==> src/design/rcr_params.svh <==
// Purpose: Constants of the regulator configuration register block
// Assumes: 100 MHz i_clk; frequency input in units of 1/8 kHz
// Notes: Option-dependent reset values hold the first factory option
`ifndef RCR_PARAMS_SVH
`define RCR_PARAMS_SVH

`define RCR_ADDR_VERSION 8'h00
`define RCR_ADDR_CTRL 8'h01
`define RCR_ADDR_VT 8'h02
`define RCR_ADDR_LAST 8'h02

`define RCR_CTRL_RST 8'hF0
`define RCR_THR_RST 2'h3
`define RCR_OUTPUT_VOLTAGE_CODE_RST 6'h28
`define RCR_VCODE_MAX 6'h2E

`define RCR_CLK_PERIOD_NS 10
`define RCR_RAMP_STEP_NS 50000
`define RCR_RAMP_STEP_CYC ((`RCR_RAMP_STEP_NS) / (`RCR_CLK_PERIOD_NS))

`define RCR_RISE_SEL0 12'h0C8
`define RCR_RISE_SEL1 12'h118
`define RCR_RISE_SEL2 12'h190
`define RCR_RISE_SEL3 12'h320
`define RCR_FALL_SEL0 12'h031
`define RCR_FALL_SEL1 12'h042
`define RCR_FALL_SEL2 12'h064
`define RCR_FALL_SEL3 12'h0C8

`endif

==> src/design/rcr_pkg.sv <==
// Purpose: Types of the regulator configuration register block
// Assumes: Field order gives bit positions, msb first
// Notes: None
package rcr_pkg;

  typedef struct packed {
    logic output_on;
    logic voltage_ramp_on;
    logic fast_response_sel;
    logic zero_cross_comparator_off;
    logic slow_edge_sel;
    logic topology_sel;
    logic active_discharge_sel;
    logic passive_discharge_sel;
  } rcr_ctrl_t;

  typedef struct packed {
    logic [1:0] high_freq_threshold_sel;
    logic [5:0] output_voltage_code;
  } rcr_vt_t;

  typedef enum logic {
    RCR_IDLE,
    RCR_RAMP
  } rcr_ramp_st_t;

endpackage

==> src/design/rcr_vramp.sv <==
// Purpose: Output voltage code stepping
// Assumes: Target comes from the voltage register
// Notes: One code step per step period while rising
`timescale 1ns/10ps
`include "rcr_params.svh"

module rcr_vramp
  import rcr_pkg::*;
#(
  parameter int STEP_CYC = `RCR_RAMP_STEP_CYC
) (
  input wire logic i_clk,
  input wire logic i_rst_b,
  input wire logic i_ramp_on,
  input wire logic [5:0] i_target,
  output logic [5:0] o_vcode,
  output logic o_busy
);

  localparam int CW = $clog2(STEP_CYC + 1);

  rcr_ramp_st_t st_ff;
  rcr_ramp_st_t nxt_st;
  logic [CW-1:0] cnt_ff;
  logic [CW-1:0] nxt_cnt;
  logic [5:0] vcode_ff;
  logic [5:0] nxt_vcode;

  // Clamp of high codes
  wire [5:0] tgt_clamp = (i_target > `RCR_VCODE_MAX) ? `RCR_VCODE_MAX : i_target;
  wire go_up = i_ramp_on && (tgt_clamp > vcode_ff);
  wire step_due = (cnt_ff == CW'(STEP_CYC - 1));

  always_comb begin
    nxt_st = st_ff;
    nxt_cnt = '0;
    nxt_vcode = vcode_ff;
    unique case (st_ff)
      RCR_IDLE: begin
        if (go_up) begin
          nxt_st = RCR_RAMP;
        end else begin
          nxt_vcode = tgt_clamp;
        end
      end
      RCR_RAMP: begin
        if (!go_up) begin
          nxt_st = RCR_IDLE;
          nxt_vcode = tgt_clamp;
        end else if (step_due) begin
          nxt_vcode = vcode_ff + 6'h01;
        end else begin
          nxt_cnt = cnt_ff + CW'(1);
        end
      end
    endcase
  end

  always_ff @(posedge i_clk) begin
    if (!i_rst_b) begin
      st_ff <= RCR_IDLE;
      cnt_ff <= '0;
      vcode_ff <= `RCR_OUTPUT_VOLTAGE_CODE_RST;
    end else begin
      st_ff <= nxt_st;
      cnt_ff <= nxt_cnt;
      vcode_ff <= nxt_vcode;
    end
  end

  assign o_vcode = vcode_ff;
  assign o_busy = (st_ff == RCR_RAMP);
endmodule

==> src/design/rcr_config_regs.sv <==
// Purpose: Configuration and version registers of the buck-boost regulator
// Assumes: Byte strobes come from the serial slave engine on i_clk
// Notes: Frequency input comes from an on-chip meter on i_clk
`timescale 1ns/10ps
`include "rcr_params.svh"

module rcr_config_regs
  import rcr_pkg::*;
#(
  // Arbitrary value, not a real part code
  parameter logic [7:0] CHIP_VERSION = 8'hA5,
  parameter int RAMP_STEP_CYC = `RCR_RAMP_STEP_CYC
) (
  input wire logic i_clk,
  input wire logic i_rst_b,
  input wire logic i_ptr_load,
  input wire logic [7:0] i_ptr_addr,
  input wire logic i_wr_stb,
  input wire logic [7:0] i_wdata,
  input wire logic i_rd_stb,
  input wire logic [11:0] i_sw_freq_q3,
  output logic o_addr_ack,
  output logic [7:0] o_rdata,
  output logic o_output_on,
  output logic o_fast_response,
  output logic o_zero_cross_off,
  output logic o_slow_edge,
  output logic o_buck_only,
  output logic o_active_discharge,
  output logic o_passive_discharge,
  output logic [1:0] o_freq_thresh_sel,
  output logic o_all_blocks_on,
  output logic [5:0] o_vout_code,
  output logic o_ramp_busy
);

  rcr_ctrl_t ctrl_ff;
  rcr_ctrl_t nxt_ctrl;
  rcr_vt_t vt_ff;
  rcr_vt_t nxt_vt;
  logic [7:0] ptr_ff;
  logic [7:0] nxt_ptr;
  logic [7:0] rdata_ff;
  logic [7:0] nxt_rdata;
  logic zc_act_ff;
  logic nxt_zc_act;
  logic topo_act_ff;
  logic nxt_topo_act;
  logic hi_ff;
  logic nxt_hi;

  // Access decode
  wire wr_go = i_wr_stb && !i_ptr_load;
  wire rd_go = i_rd_stb && !i_ptr_load;
  wire acc_go = wr_go || rd_go;
  wire at_version = (ptr_ff == `RCR_ADDR_VERSION);
  wire wr_ctrl = wr_go && (ptr_ff == `RCR_ADDR_CTRL);
  wire wr_vt = wr_go && (ptr_ff == `RCR_ADDR_VT);

  // Address acknowledge for the engine
  assign o_addr_ack = (i_ptr_addr <= `RCR_ADDR_LAST);

  // Pointer stepping, held at address 0
  assign nxt_ptr = i_ptr_load ? i_ptr_addr :
                   (acc_go && !at_version) ? ptr_ff + 8'h01 :
                   ptr_ff;

  // Register writes, version not writable
  assign nxt_ctrl = wr_ctrl ? rcr_ctrl_t'(i_wdata) : ctrl_ff;
  assign nxt_vt = wr_vt ? rcr_vt_t'(i_wdata) : vt_ff;

  // Read selection
  wire [7:0] rd_val = at_version ? CHIP_VERSION :
                      (ptr_ff == `RCR_ADDR_CTRL) ? ctrl_ff :
                      (ptr_ff == `RCR_ADDR_VT) ? vt_ff :
                      8'h00;
  assign nxt_rdata = rd_go ? rd_val : rdata_ff;

  // Latched copies reload only while the output is off
  assign nxt_zc_act = ctrl_ff.output_on ? zc_act_ff :
                      ctrl_ff.zero_cross_comparator_off;
  assign nxt_topo_act = ctrl_ff.output_on ? topo_act_ff :
                        ctrl_ff.topology_sel;

  // Frequency thresholds
  wire [1:0] thr_sel = vt_ff.high_freq_threshold_sel;
  wire [11:0] rise_thr = (thr_sel == 2'h0) ? `RCR_RISE_SEL0 :
                         (thr_sel == 2'h1) ? `RCR_RISE_SEL1 :
                         (thr_sel == 2'h2) ? `RCR_RISE_SEL2 :
                         `RCR_RISE_SEL3;
  wire [11:0] fall_thr = (thr_sel == 2'h0) ? `RCR_FALL_SEL0 :
                         (thr_sel == 2'h1) ? `RCR_FALL_SEL1 :
                         (thr_sel == 2'h2) ? `RCR_FALL_SEL2 :
                         `RCR_FALL_SEL3;

  // Hysteresis on all-blocks-on
  assign nxt_hi = (i_sw_freq_q3 > rise_thr) ? 1'b1 :
                  (i_sw_freq_q3 <= fall_thr) ? 1'b0 :
                  hi_ff;

  always_ff @(posedge i_clk) begin
    if (!i_rst_b) begin
      ctrl_ff <= rcr_ctrl_t'(`RCR_CTRL_RST);
      vt_ff <= {`RCR_THR_RST, `RCR_OUTPUT_VOLTAGE_CODE_RST};
      ptr_ff <= `RCR_ADDR_VERSION;
      rdata_ff <= 8'h00;
    end else begin
      ctrl_ff <= nxt_ctrl;
      vt_ff <= nxt_vt;
      ptr_ff <= nxt_ptr;
      rdata_ff <= nxt_rdata;
    end
  end

  always_ff @(posedge i_clk) begin
    if (!i_rst_b) begin
      zc_act_ff <= 1'b1;
      topo_act_ff <= 1'b0;
      hi_ff <= 1'b0;
    end else begin
      zc_act_ff <= nxt_zc_act;
      topo_act_ff <= nxt_topo_act;
      hi_ff <= nxt_hi;
    end
  end

  // Voltage stepping
  rcr_vramp #(
    .STEP_CYC(RAMP_STEP_CYC)
  ) u_ramp (
    .i_clk(i_clk),
    .i_rst_b(i_rst_b),
    .i_ramp_on(ctrl_ff.voltage_ramp_on),
    .i_target(vt_ff.output_voltage_code),
    .o_vcode(o_vout_code),
    .o_busy(o_ramp_busy)
  );

  // Read data and controls to the power stage
  assign o_rdata = rdata_ff;
  assign o_output_on = ctrl_ff.output_on;
  assign o_fast_response = ctrl_ff.fast_response_sel;
  assign o_zero_cross_off = zc_act_ff;
  assign o_slow_edge = ctrl_ff.slow_edge_sel;
  assign o_buck_only = topo_act_ff;
  assign o_active_discharge = !ctrl_ff.output_on && ctrl_ff.active_discharge_sel;
  assign o_passive_discharge = !ctrl_ff.output_on && ctrl_ff.passive_discharge_sel;
  assign o_freq_thresh_sel = thr_sel;
  assign o_all_blocks_on = hi_ff;
endmodule

==> config.mk <==
export PLATFORM = sky130hd
export DESIGN_NAME = rcr_config_regs
export DESIGN_NICKNAME = d
export VERILOG_FILES = /design/src/design/rcr_pkg.sv /design/src/design/rcr_vramp.sv /design/src/design/rcr_config_regs.sv
export VERILOG_INCLUDE_DIRS = /design/src /design/src/design
export SDC_FILE = /design/constraint.sdc
export NUM_CORES = 1
export LEC_CHECK = 0
export BUFFER_PORTS_ARGS = -buffer_cell sky130_fd_sc_hd__buf_2
export CAP_MARGIN = 25
export CORE_MARGIN = 3
export CORE_UTILIZATION = 50
export CTS_CLUSTER_DIAMETER = 200
export DETAILED_ROUTE_END_ITERATION = 8
export GPL_TIMING_DRIVEN = 0
export PLACE_DENSITY = 0.88
export SLEW_MARGIN = 30
export SYNTH_ARGS = -nofsm -noshare
export SYNTH_HDL_FRONTEND = slang
export SYNTH_SLANG_ARGS = --single-unit
==> constraint.sdc <==
create_clock -name i_clk -period 2 [get_ports i_clk]
set_clock_uncertainty 0.15 [all_clocks]
set_input_delay 0.4 -clock i_clk [delete_from_list [all_inputs] [get_ports i_clk]]
set_output_delay 0.4 -clock i_clk [all_outputs]
set_load 0.01 [all_outputs]
# Yosys cells after proc, flatten, opt, wreduce, memory -nomap -nowiden
# Cells that the tools add are included.
# W data, S select, Z words.
[op_classes] add_sub_neg=3 order_cmp=5 n_eq_ne=7 n_mux=19 n_bitwise=3 reduce_logical=18
[ops] cell="$mux W8" n=8
[ops] cell="$mux W10" n=3
[ops] cell="$mux W6" n=4
[ops] cell="$add A13 B1 Y13 const B" n=1
[ops] cell="$eq A13 B13 Y1 const B" n=1
[ops] cell="$gt A12 B10 Y1" n=1
[ops] cell="$le A12 B8 Y1" n=1
[ops] cell="$pmux W6 S2" n=1
[ops] cell="$add A8 B1 Y8 const B" n=1
[ops] cell="$eq A8 B1 Y1 const B" n=1
[ops] cell="$eq A8 B2 Y1 const B" n=1
[ops] cell="$le A8 B2 Y1 const B" n=1
[ops] cell="$logic_and A1 B1 Y1" n=8
[ops] cell="$logic_not A8 Y1" n=1
[ops] cell="$add A6 B1 Y6 const B" n=1
[ops] cell="$gt A6 B6 Y1" n=1
[ops] cell="$gt A6 B6 Y1 const B" n=1
[ops] cell="$reduce_bool A2 Y1" n=2
[ops] cell="$reduce_or A4 Y1" n=1
[ops] cell="$logic_not A1 Y1" n=3
[ops] cell="$mux W1" n=3
[ops] cell="$ne A3 B3 Y1 const B" n=1
[ops] cell="$not A1 Y1" n=3
[ops] cell="$eq A2 B1 Y1 const B" n=1
[ops] cell="5 further kinds" n=5
[word_totals] regBits=55 inputBits=33 output_inout_bits=26

# Logic depth before layout (Yosys ltp)
[depth] word_depth=7 mapped_depth=10 depth_no_buf=10

# Cells and area by module
# Synthesis repeated with hierarchy kept, for this count alone.
[hier_totals] hier_cells=370 hier_area_um2=3219.3
[by_module_without_submodules] module="rcr_config_regs" instances=1 cells_per_inst=245 area_each_um2=2075.7 seq_area_each_um2=700.7
[by_module_without_submodules] module="rcr_vramp" instances=1 cells_per_inst=125 area_each_um2=1143.6 seq_area_each_um2=400.4

# Worst setup path before layout
# No wires, ideal clock.
[synth_timing] path_kind="reg2reg" start="register vt_ff (netlist bit o_freq_thresh_sel[0])" end="register hi_ff, in the netlist o_all_blocks_on" setup_ps=116 arrival_ps=1940 required_time_ps=1734 setup_slack_ps=-206 stages_incl_launch_ff=9 period_less_slack_ps=2206 path_cell_list="dfxtp_1 -> inv_1 -> ha_1 -> inv_1 -> ha_1 -> nand4b_1 -> o41ai_1 -> nand2_1 -> a31o_2"
[synth_via] elab_chain_len=6 word_cells_on_any_way=13
[synth_rtl] item="from (decl)" line_no="rcr_config_regs.sv:39" text="rcr_vt_t vt_ff;"
[synth_rtl] item="from (signal assigned)" line_no="rcr_config_regs.sv:104" text="vt_ff <= {`RCR_THR_RST, `RCR_OUTPUT_VOLTAGE_CODE_RST};"
[synth_rtl] item="from (signal assigned)" line_no="rcr_config_regs.sv:109" text="vt_ff <= nxt_vt;"
[synth_rtl] item="$eq A2 B2 Y1" line_no="rcr_config_regs.sv:89, rcr_config_regs.sv:93"
[synth_rtl] item="$mux W10 (no line) / $mux W8 (equally long branches) (3 in series)"
[synth_rtl] item="$gt A12 B10 Y1 / $le A12 B8 Y1 (equally long branches)" line_no="rcr_config_regs.sv:97, rcr_config_regs.sv:98"
[synth_rtl] item="$mux W1 / $reduce_bool A2 Y1 (equally long branches)"
[synth_rtl] item="to (signal assigned)" line_no="rcr_config_regs.sv:123" text="hi_ff <= nxt_hi;"
[synth_rtl] item="to (decl)" line_no="rcr_config_regs.sv:49" text="logic hi_ff;"
# Parallel ways exist; a longest one is shown, timed or not.
# A chain may end at the register's enable or synchronous reset.

# Worst setup path in the final report
[layout_timing] start="register vt_ff[5] (netlist bit)" end="register u_ramp.cnt_ff[8]"
[layout_via] elab_chain_len=6
[layout_rtl] item="$gt A6 B6 Y1 (no line)"
[layout_rtl] item="$mux W6 (*)" line_no="rcr_vramp.sv:30" text="wire [5:0] tgt_clamp = (i_target > `RCR_VCODE_MAX) ? `RCR_VCODE_MAX : i_target;"
[layout_rtl] item="$gt A6 B6 Y1 (*)" line_no="rcr_vramp.sv:31" text="wire go_up = i_ramp_on && (tgt_clamp > vcode_ff);"
[layout_rtl] item="$logic_and A1 B1 Y1 (*)" line_no="rcr_vramp.sv:31"
[layout_rtl] item="$not A1 Y1 (no line) (*)"
[layout_rtl] item="$reduce_or A4 Y1 (no line) (*)"
[layout_rtl] item="to (signal assigned)" line_no="rcr_vramp.sv:66" text="cnt_ff <= nxt_cnt;"
[layout_rtl] item="to (decl)" line_no="rcr_vramp.sv:24" text="logic [CW-1:0] cnt_ff;"
# Every way passes the cells marked *; elsewhere a longest branch is shown, timed or not.

==> out/results.txt <==
#FFs+latches synth -> 55
Register area -> 0.00112 mm^2
Multi-input gate area -> 0.00223 mm^2
Failing checks -> negative setup slack
Layout cells sized above 1 -> 34.4%
Status -> finished with violations
Die width -> 85.7 um
Minimum clock period -> 2.23 ns
Syn avg cell area -> 8.65 um^2
Sequential power share -> 44.3%
Hold Path Stages -> 3
Worst-Margin Slew -> 0.512 ns
Setup crit end kind -> flop
Synthesis-to-layout area growth -> 30.0%
Critical Path Fanout Max -> 6
CTS buffer count -> 5
Final core occ -> 68.5%
FF-to-FF path depth -> 10
IO Count -> 59
Total Wirelength -> 8.95 mm
Max-cap violation count -> 0
CP cell instances -> nand2_4 > nand2b_4 > ha_4 > nand4_1 > o21bai_1 > a31oi_1 > buf_4 > nand4_1 > clkbuf_8 > nor2_2
Global placement routability congestion -> 0.894
Net Sw Power -> 869 uW
Core ar. -> 0.00603 mm^2
Die ar. -> 0.00734 mm^2
Synth cell types -> 47
Initial antenna violation count -> 0
CP required -> 2.11 ns
Total power -> 2720 uW
Detailed-route via count -> 3084
EDFF count, synth -> 0
Hold_buf cts -> 0
Largest net degree at the start of global routing -> 18
Hold WS -> 0.158 ns
Most Frequent Cell on Critical Path -> nand4_1
Initial DRT Pass Iterations -> 5
Leakage -> 0.00179 uW
Gr usage total -> 23.2%
Internal -> 1850 uW
Switching Share -> 31.9%
Syn nets -> 431
Primary FF master, synth -> dfxtp_1
Synth warn -> 0
Vias/cell -> 5.86
Dpl hpwl -> 5.91 mm
Clock transition at the registers of the reported paths -> 0.10 ns
Clock sink total -> 55
Final setup vio count -> 21
Site row count -> 28
Final setup margin -> -0.233 ns
Critical Path Start Type -> flop
Worst relative slew slack -> 65.9%
Root Buffer -> clkbuf_8
Die Ht -> 85.7 um
Mapped cell area -> 0.00317 mm^2
VDD IR-drop max -> 0.446 mV
Buffers on Ports -> 58
Clk network pwr share -> 23.2%
Combinational share of power -> 32.5%
Number of global-route vias before repair -> 3027
Fin. Hold Viols -> 0
Critical Path Slowest Stage Cell -> dfxtp_4
Clk_lat worst skew -> 0.32 ns
Post-synthesis sequential area ratio -> 34.7%
CTS tree -> yes
Gr ovfl total -> 0
WL/cell -> 17.0 um
Post-route clock period utilization -> 112%
CP max stage delay -> 0.40 ns
First-pass GRT wire length -> 13.7 mm
Initial Util -> 52.7%
Critical path type -> reg2reg
CTS max path bufs -> 2
1st-iter DRT viols -> 211
H-tree levels -> 2
# DRC -> 0
CP Data Arrival Time -> 2.34 ns
Max Slew Vio Count -> 0
RSZ-0062 raised after global routing -> true
ANT nets after route -> 0
Setup TNS -> -3.68 ns
F_max -> 448 MHz
Async SR Flop Fraction -> 0%
PD cells -> 659 mW/mm^2
Antenna diode count -> 0
# fillers -> 429
Hold Path Class -> in2reg
Synthesized instance count -> 367
Fin nets -> 514
-- power groups by stage --
| stage | combinational [uW] | sequential, uW | clock [uW] |
|---|---|---|---|
| 2_1_floorplan | 396 | 1230 | 0 |
| 3_3_place_gp | 549 | 1230 | 0 |
| 3_5_place_dp | 569 | 1230 | 0 |
| 4_1_cts | 810 | 1200 | 634 |
| 5_1_grt | 946 | 1210 | 676 |
| 6_report | 884 | 1200 | 632 |
-- per-layer routing --
layer | GRT usage, % | up-vias | share of wire, %
li1 | - | 1463 | -
met1 | 27.8 | 1439 | 42
met2 | 40.8 | 143 | 49
met3 | 3.55 | 39 | 5.2
met4 | 10.2 | 0 | 4.0
met5 | 0 | - | 0
-- critical path, delay by kind of cell, from the launching register on --
family	cells	cell delay [ns]
flops	1	0.40
compound gates	2	0.35
simple gates	5	0.58
fa+ha+maj	1	0.27
buf+inv	2	0.42
-- stage by stage --
stage / setup slack (ns) / cell area [um^2] / cells
global route: -0.328 / 4130 / 526
global placement: -0.285 / 3570 / 500
finish: -0.233 / 4130 / 526
floorplan: -0.103 / 3190 / 367
CTS: -0.183 / 3940 / 522
detailed placement: -0.417 / 3570 / 500
-- final timing paths --
path                                  from                   end  slack (ns)
worst max-delay path              vt_ff[5]      u_ramp.cnt_ff[8]       -0.23
worst min-delay path            i_wdata[7]  o_freq_thresh_sel[1]        0.16
worst max register to register    vt_ff[5]      u_ramp.cnt_ff[8]       -0.23
worst min register to register  o_rdata[0]            o_rdata[0]        0.32
-- what timing repair did --
action                     CTS  global route
gates cloned                 1             0
gates resized for setup     41            39
setup buffers               13             4
pin swaps                   20            16
setup endpoints to repair   25            43
-- registers in the layout, indices dropped and copies added (netlist names), 2 cells and up --
signal	cells
o_freq_thresh_sel	2
u_ramp.o_vcode	6
ctrl_ff	5
u_ramp.cnt_ff	13
o_rdata	8
ptr_ff	8
vt_ff	6
-- cells in the mapped netlist, types with 3 or more instances --
cell       n  area (um^2)
a21oi_1   19         95.1
a31oi_1    5         31.3
and4_1     4         35.0
and4bb_2   3         37.5
clkbuf_1  10         37.5
dfxtp_1   55         1100
ha_1      31          388
inv_1     22         82.6
mux2i_1   23          230
nand2_1   43          161
nand2b_1   3         18.8
nand3_1   14         70.1
nand4_1    8         50.1
nor2_1    31          116
nor2b_1    8         50.1
nor3_1     4         20.0
nor4_1     3         18.8
o21a_1     3         22.5
o21ai_0   23          115
or3_1      3         18.8
xnor2_1   11         96.3
xor2_1     7         61.3
-- cells in the final DEF, fill, tap and decap left out, types with 3 or more instances in the layout --
master,count
buf_2,59
dfxtp_1,47
nand2_1,42
nor2_1,23
mux2i_1,22
a21oi_1,19
o21ai_0,18
buf_4,17
ha_1,17
inv_1,15
nand3_1,14
ha_4,12
xnor2_1,11
clkbuf_1,9
nand4_1,8
xor2_1,7
nor2b_1,6
clkbuf_8,6
inv_2,5
nor2_4,5
a31oi_1,4
and4_1,4
nor2_2,4
nor3_1,4
dfxtp_4,4
dfxtp_2,4
inv_4,3
o21ai_1,3
and4bb_2,3
or3_1,3
o21a_1,3
-- logic make-up (layout without fill, tap and decap cells) --
group / Yosys count / in the layout / synth area share [%]
xor gates and xnor gates: 18 / 18 / 4.97
and+or+nand+nor: 140 / 140 / 23.7
AOI/OAI and AO/OA: 64 / 64 / 12.5
buffers and inverters: 35 / 119 / 4.22
adders and majority gates: 31 / 31 / 12.2
DFF: 55 / 55 / 34.7
muxes: 24 / 24 / 7.61
-- area by class of cell --
cell class / count / share of cell area (%)
multi-input cells: 277 / 54.2
flip-flops and latches: 55 / 27.2
repair buffers: 76 / 10.5
inverters: 23 / 2.27
well taps: 75 / 2.27
clock buffers: 6 / 1.76
plain buffers: 12 / 1.49
clock inverters: 2 / 0.394
Power figures use the tool's default switching activity.
